--- src/cdbg_defines.vh ---
`ifndef CDBG_DEFINES_VH
`define CDBG_DEFINES_VH

// ****************************************
// system operation encodings
// ****************************************
`define OP0_SYS 2'h1
`define OP1_IMPL 3'h6
`define CRN_IMPL 4'hf
`define CRM_CDBG 4'h4
`define OP2_L2_TLB_TWO 3'h2
`define OP2_L2_DATA 3'h3

// ****************************************
// argument fields
// ****************************************
`define ARG_WAY_HI 31
`define ARG_WAY_LO 29
`define ARG_SET_HI 15
`define ARG_SET_LO 6
`define ARG_OFS_HI 5
`define ARG_OFS_LO 3
`define ARG_TLB_SET_HI 9
`define ARG_TLB_SET_LO 0

// ****************************************
// exception levels and classes
// ****************************************
`define EL_APP 2'h0
`define EL_KERNEL 2'h1
`define EL_HYP 2'h2
`define EL_MONITOR 2'h3
`define EC_SYS_TRAP 6'h18

// ****************************************
// tlb entry slice placed in the result
// ****************************************
`define TLB_SLICE_LO 128
`define TLB_SLICE_HI 191
`define RESULT_RESET 64'h0
`define OFS_RESET 3'h0
`define CLASS_RESET 6'h0

`endif

--- src/cdbg_index_clamp.v ---
`timescale 1ns/10ps
`default_nettype none

// ****************************************
// folds an out-of-range set/way onto one valid entry
// ****************************************
module cdbg_index_clamp #(
    parameter WAY_W = 3,
    parameter SET_W = 10,
    parameter NUM_WAYS = 8,
    parameter NUM_SETS = 1024
) (
    // requested location
    input wire [WAY_W-1:0] way_in,
    input wire [SET_W-1:0] set_in,
    // location actually read
    output wire [WAY_W-1:0] way_out,
    output wire [SET_W-1:0] set_out
);

    wire way_ok;
    wire set_ok;

    assign way_ok = ({1'b0, way_in} < NUM_WAYS);
    assign set_ok = ({1'b0, set_in} < NUM_SETS);
    // beyond range: read entry zero, a single arbitrary line
    assign way_out = (way_ok && set_ok) ? way_in : {WAY_W{1'b0}};
    assign set_out = (way_ok && set_ok) ? set_in : {SET_W{1'b0}};

endmodule
`default_nettype wire

--- src/cdbg_read_unit.v ---
// Function
// l2 data read yields 64 bits
// data argument: way, set, offset fields
// oversized data set/way reads one arbitrary line
// oversized tlb set/way reads one arbitrary entry
// decode l2 data read encoding
// decode l2 tlb read two encoding
// application level issue is undefined
// kernel level traps if enabled, else undefined
// hypervisor level issue is undefined
// only monitor level performs the read
// tlb read two returns bits 191:128
// result holds until next read completes
`timescale 1ns/10ps
`default_nettype none
`include "cdbg_defines.vh"

module cdbg_read_unit #(
    parameter WAY_W = 3,
    parameter SET_W = 10,
    parameter NUM_WAYS = 8,
    parameter NUM_SETS = 1024,
    parameter TLB_WAYS = 8,
    parameter TLB_SETS = 1024
) (
    // clock and reset
    input wire clk,
    input wire rst,
    // system instruction issue
    input wire op_valid,
    input wire [1:0] op0,
    input wire [2:0] op1,
    input wire [3:0] crn,
    input wire [3:0] crm,
    input wire [2:0] op2,
    input wire [63:0] op_arg,
    // privilege state
    input wire [1:0] current_exception_level,
    input wire hyp_enabled,
    input wire trap_impl_defined_ops,
    // l2 data memory port
    output reg mem_rd_r,
    output reg [WAY_W-1:0] mem_way_r,
    output reg [SET_W-1:0] mem_set_r,
    output reg [2:0] mem_ofs_r,
    input wire mem_rvalid,
    input wire [63:0] mem_rdata,
    // l2 tlb port
    output reg tlb_rd_r,
    output reg [WAY_W-1:0] tlb_way_r,
    output reg [SET_W-1:0] tlb_set_r,
    input wire tlb_rvalid,
    input wire [191:0] tlb_rdata,
    // outcome
    output reg undef_r,
    output reg trap_r,
    output reg [5:0] trap_class_r,
    output reg busy_r,
    output reg done_r,
    output reg [63:0] debug_read_result
);

    // ****************************************
    // states
    // ****************************************
    localparam ST_IDLE = 3'h1;
    localparam ST_MEM = 3'h2;
    localparam ST_TLB = 3'h4;

    reg [2:0] state_r;
    reg [2:0] state_nxt;

    // ****************************************
    // decode
    // ****************************************
    wire sys_prefix;
    wire is_data_op;
    wire is_tlb_op;
    wire is_cdbg;
    wire at_monitor;
    wire do_trap;
    wire do_undef;
    wire mem_done;
    wire tlb_done;
    wire [WAY_W-1:0] d_way;
    wire [SET_W-1:0] d_set;
    wire [WAY_W-1:0] t_way;
    wire [SET_W-1:0] t_set;

    assign sys_prefix = (op0 == `OP0_SYS) && (op1 == `OP1_IMPL) &&
        (crn == `CRN_IMPL) && (crm == `CRM_CDBG);
    assign is_data_op = sys_prefix && (op2 == `OP2_L2_DATA);
    assign is_tlb_op = sys_prefix && (op2 == `OP2_L2_TLB_TWO);
    assign is_cdbg = op_valid && (state_r == ST_IDLE) && (is_data_op || is_tlb_op);
    assign at_monitor = (current_exception_level == `EL_MONITOR);
    assign do_trap = (current_exception_level == `EL_KERNEL) &&
        hyp_enabled && trap_impl_defined_ops;
    // application, hypervisor, and untrapped kernel issue
    assign do_undef = !at_monitor && !do_trap;
    // answer taken only while its read is pending
    assign mem_done = (state_r == ST_MEM) && mem_rvalid;
    assign tlb_done = (state_r == ST_TLB) && tlb_rvalid;

    // ****************************************
    // argument fields and range folding
    // ****************************************
    cdbg_index_clamp #(
        .WAY_W(WAY_W),
        .SET_W(SET_W),
        .NUM_WAYS(NUM_WAYS),
        .NUM_SETS(NUM_SETS)
    ) u_data_clamp (
        .way_in(op_arg[`ARG_WAY_HI:`ARG_WAY_LO]),
        .set_in(op_arg[`ARG_SET_HI:`ARG_SET_LO]),
        .way_out(d_way),
        .set_out(d_set)
    );

    cdbg_index_clamp #(
        .WAY_W(WAY_W),
        .SET_W(SET_W),
        .NUM_WAYS(TLB_WAYS),
        .NUM_SETS(TLB_SETS)
    ) u_tlb_clamp (
        .way_in(op_arg[`ARG_WAY_HI:`ARG_WAY_LO]),
        .set_in(op_arg[`ARG_TLB_SET_HI:`ARG_TLB_SET_LO]),
        .way_out(t_way),
        .set_out(t_set)
    );

    // ****************************************
    // next state
    // ****************************************
    always @* begin
        state_nxt = state_r;
        case (state_r)
            ST_IDLE: begin
                if (is_cdbg && at_monitor) begin
                    state_nxt = is_data_op ? ST_MEM : ST_TLB;
                end
            end
            ST_MEM: begin
                if (mem_rvalid) begin
                    state_nxt = ST_IDLE;
                end
            end
            ST_TLB: begin
                if (tlb_rvalid) begin
                    state_nxt = ST_IDLE;
                end
            end
            default: begin
                state_nxt = ST_IDLE;
            end
        endcase
    end

    // ****************************************
    // registers
    // ****************************************
    always @(posedge clk) begin
        if (rst) begin
            state_r <= ST_IDLE;
            mem_rd_r <= 1'b0;
            mem_way_r <= {WAY_W{1'b0}};
            mem_set_r <= {SET_W{1'b0}};
            mem_ofs_r <= `OFS_RESET;
            tlb_rd_r <= 1'b0;
            tlb_way_r <= {WAY_W{1'b0}};
            tlb_set_r <= {SET_W{1'b0}};
            undef_r <= 1'b0;
            trap_r <= 1'b0;
            trap_class_r <= `CLASS_RESET;
            busy_r <= 1'b0;
            done_r <= 1'b0;
        end else begin
            state_r <= state_nxt;
            mem_rd_r <= 1'b0;
            tlb_rd_r <= 1'b0;
            undef_r <= 1'b0;
            trap_r <= 1'b0;
            done_r <= 1'b0;
            busy_r <= (state_nxt != ST_IDLE);
            if (is_cdbg && do_undef) begin
                undef_r <= 1'b1;
            end
            if (is_cdbg && do_trap) begin
                trap_r <= 1'b1;
                trap_class_r <= `EC_SYS_TRAP;
            end
            if (is_cdbg && at_monitor && is_data_op) begin
                mem_rd_r <= 1'b1;
                mem_way_r <= d_way;
                mem_set_r <= d_set;
                mem_ofs_r <= op_arg[`ARG_OFS_HI:`ARG_OFS_LO];
            end
            if (is_cdbg && at_monitor && is_tlb_op) begin
                tlb_rd_r <= 1'b1;
                tlb_way_r <= t_way;
                tlb_set_r <= t_set;
            end
            if (mem_done || tlb_done) begin
                done_r <= 1'b1;
            end
        end
    end

    // ****************************************
    // result register
    // ****************************************
    always @(posedge clk) begin
        if (rst) begin
            debug_read_result <= `RESULT_RESET;
        end else begin
            if (mem_done) begin
                debug_read_result <= mem_rdata;
            end
            if (tlb_done) begin
                debug_read_result <= tlb_rdata[`TLB_SLICE_HI:`TLB_SLICE_LO];
            end
            // otherwise result holds
        end
    end

endmodule
`default_nettype wire

--- config.mk ---
export PLATFORM = sky130hd
export DESIGN_NAME = cdbg_read_unit
export DESIGN_NICKNAME = d
export VERILOG_FILES = /design/src/cdbg_index_clamp.v /design/src/cdbg_read_unit.v
export VERILOG_INCLUDE_DIRS = /design/src
export SDC_FILE = /design/constraint.sdc
export NUM_CORES = 1
export LEC_CHECK = 0
export ABC_AREA = 0
export CORE_AREA = 2 2 177 179
export CTS_BUF_LIST = sky130_fd_sc_hd__clkbuf_8
export DETAILED_ROUTE_END_ITERATION = 6
export DIE_AREA = 0 0 179 181
export DONT_BUFFER_PORTS = 1
export GPL_TIMING_DRIVEN = 0
export PLACE_DENSITY = 0.3
export SETUP_SLACK_MARGIN = 0.5
export SYNTH_ARGS = -nofsm -noshare
export SYNTH_HDL_FRONTEND = slang
export SYNTH_SLANG_ARGS = --single-unit
--- constraint.sdc ---
create_clock -name clk -period 1.95 [get_ports clk]
set_input_delay 0.0975 -clock clk [delete_from_list [all_inputs] [get_ports clk]]
set_output_delay 0.0975 -clock clk [all_outputs]
set_load 0.01 [all_outputs]
==> results.tsv <==
metric	value	unit
status	finished clean	
clock skew	7.11	ps
grt ovf	0	
max frequency	579	MHz
initial antenna violation count	0	
Rel. slew slack	0.388	
GP Congestion	0.776	
Total GRT Usage	0.118	
vias in the first global route	4857	
core area	30300	um2
port bufs	0	
Top Ports	450	
Die Height	181	um
PD cells	495	nW/um2
pin slew with the least headroom to its limit	917	ps
DP Wirelength	13800	um
final slew viol count	0	
clk buf depth	2	
WP data required	2220	ps
synthesis-to-layout area growth	79.6	%
Max VDD drop	239	uV
Fin. Hold Viols	0	
Critical Path Start	state_r[1]$_SDFF_PP0_	
DR iter-0 viols	134	
hold path start	crm[1]	
synth top area cells	dfxtp_1 (45%), a311oi_1 (12%), nand2_1 (11%)	
cts bufs inserted	9	
Post-synth EDFFs	0	
Comb pwr share	0.102	
synth cell count leaders	nand2_1 (131), dfxtp_1 (103), nor2_1 (69)	
synth warn	0	
WL final	20600	um
Clk network pwr share	0.377	
CP Max Fanout	5	
CTS tree	built	
post-synth top area share	0.454	
fillers	3222	
average cell area after synthesis	8.32	um2
n_diodes	0	
clk_lat worst skew	390	ps
crit path time final	1730	ps
P_leak	2.84	nW
largest area contributor in the netlist	dfxtp_1	
root buf cell	clkbuf_8	
Final period util	0.886	
DR pass1 iterations	5	
count leader, synth	nand2_1	
Yosys reg bits	103	
Final setup viols	0	
Tot Pwr	4.03	mW
Pint	2.98	mW
switching power total	1.06	mW
sequential share of power	0.521	
sequential fraction of the synthesis area	0.454	
CTS H-Tree Depth	3	
post-route cell area	8150	um2
die area	32400	um2
Die Span X	179	um
Reg2Reg Launch Point	state_r[1]$_SDFF_PP0_	
share of cells above drive strength 1	0.222	
ys flop type	dfxtp_1	
worst min-delay path class	input port to flip-flop	
type of the worst setup path	flip-flop to flip-flop	
RSZ-0062 raised after global routing	true	
routed length per instance	17.8	um
# rows	64	
CP endpoint kind	flip-flop	
clk slew on worst S/H paths	120	ps
Gate Count Post-Synth	545	
Syn Std Cell Area	4540	um2
worst endpoint data arrival time	2000	ps
maximum number of pins on one net before global-route repair	20	
via count	4936	
drt drc	0	
post-synth cell types	44	
Routed Antenna Nets	0	
placed inst area	5040	um2
max cap viols	0	
Layout Nets	1101	
Placed Cells	944	
switch share	0.262	
Starting Density	0.149	
Via density	4.27	
setup_tns	0	ps
first-pass GRT wire length	28800	um
Startpoint Class	flip-flop	
CTS sink cnt	103	
non-filler instance count after layout	1157	
ys async rst share	0	
cell type report:
class,instances,area [um2],area share
multi-input cells,389,2550,0.313
repair buffers,197,2220,0.272
plain buffers,55,606,0.0743
flip-flops and latches,103,2070,0.254
clock inverters,7,85.1,0.0104
clock buffers,9,124,0.0152
inverters,1,3.75,0.000461
well taps,396,495,0.0608
layer usage:
layer / up-vias / part of all wire / track usage
met4: 0 / 0.013 / 0.0306
met1: 2375 / 0.42 / 0.143
met5: - / 0 / 0
met2: 208 / 0.49 / 0.202
met3: 21 / 0.076 / 0.0362
li1: 2332 / - / -
worst max-delay path, cell delays in order, from the launching register on:
cell and delay (ps):
dfxtp_4 390, and4bb_4 320, and4_1 220, buf_6 130
a41oi_4 130, or4_1 430
timing repair:
item	CTS	global route
pin swaps	27	54
gates cloned	6	9
resized for setup	128	76
endpoints found under the setup margin	103	103
hold buffers	154	0
setup buffers	18	10
hold endpoints to repair	99	0
metrics by stage:
stage / worst slack (ps) / hold slack [ps] / util
after floorplan: 378 / 173 / -
after global placement: -115 / 177 / 0.166
after detailed placement: -200 / 180 / 0.166
after CTS: 180 / 52.8 / 0.248
after global routing: 104 / 68.3 / 0.269
final: 222 / 78.3 / 0.269
flip-flops by register name (all words and copies together) (netlist names):
signal             cells
debug_read_result     64
mem_set_r             10
tlb_set_r             10
mem_ofs_r              3
mem_way_r              3
state_r                3
tlb_way_r              3
busy_r                 1
done_r                 1
mem_rd_r               1
tlb_rd_r               1
trap_class_r           1
trap_r                 1
undef_r                1
path summary, 6_finish.rpt:
check | endpoint | slack, ps | cells past startpoint
worst min-delay path | undef_r$_SDFF_PP0_ | 80 | 4
worst min register to register | tlb_set_r[5]$_SDFFE_PP0P_ | 520 | 2
worst max register to register | state_r[0]$_SDFF_PP1_ | 220 | 5
worst max-delay path | state_r[0]$_SDFF_PP1_ | 220 | 5
cells in the final DEF (no fill, tap or decap), drive strengths merged:
cell,instances
and3b,1
mux2i,16
nor2,70
clkbuf,37
nand4,14
nor2b,1
or3,1
clkinvlp,2
a31oi,1
nand2b,32
and3,1
inv,5
o21ai,13
nor3,3
dfxtp,103
o21a,2
and2b,1
nor3b,1
bufinv,1
a311oi,64
and4,1
nand4b,1
a41oi,1
dlygate4sd3,154
conb,4
nor4,2
buf,70
and2,3
nand3,1
or4,1
nor4b,2
a21oi,14
nand3b,2
or2,1
and4bb,2
o21ba,1
nand2,132
kinds of logic (layout without fill, tap and decap cells):
| kind of cell | count (synthesis) | in the layout | share of synthesized area |
|---|---|---|---|
| buffers and inverters | 56 | 269 | 0.0629 |
| other | 1 | 4 | 0.000827 |
| muxes | 16 | 16 | 0.0353 |
| and+or+nand+nor | 273 | 273 | 0.282 |
| AOI/OAI and AO/OA | 96 | 96 | 0.165 |
| DFF | 103 | 103 | 0.454 |
power by group through the flow:
stage | sequential, mW | combinational (mW) | clock (mW)
after floorplan | 2.15 | 0.101 | 0
after global placement | 2.15 | 0.137 | 0
after detailed placement | 2.15 | 0.138 | 0
after CTS | 2.10 | 0.400 | 1.63
after global routing | 2.10 | 0.443 | 1.69
final | 2.10 | 0.411 | 1.52
No activity file was read; power rests on OpenSTA's default activity.
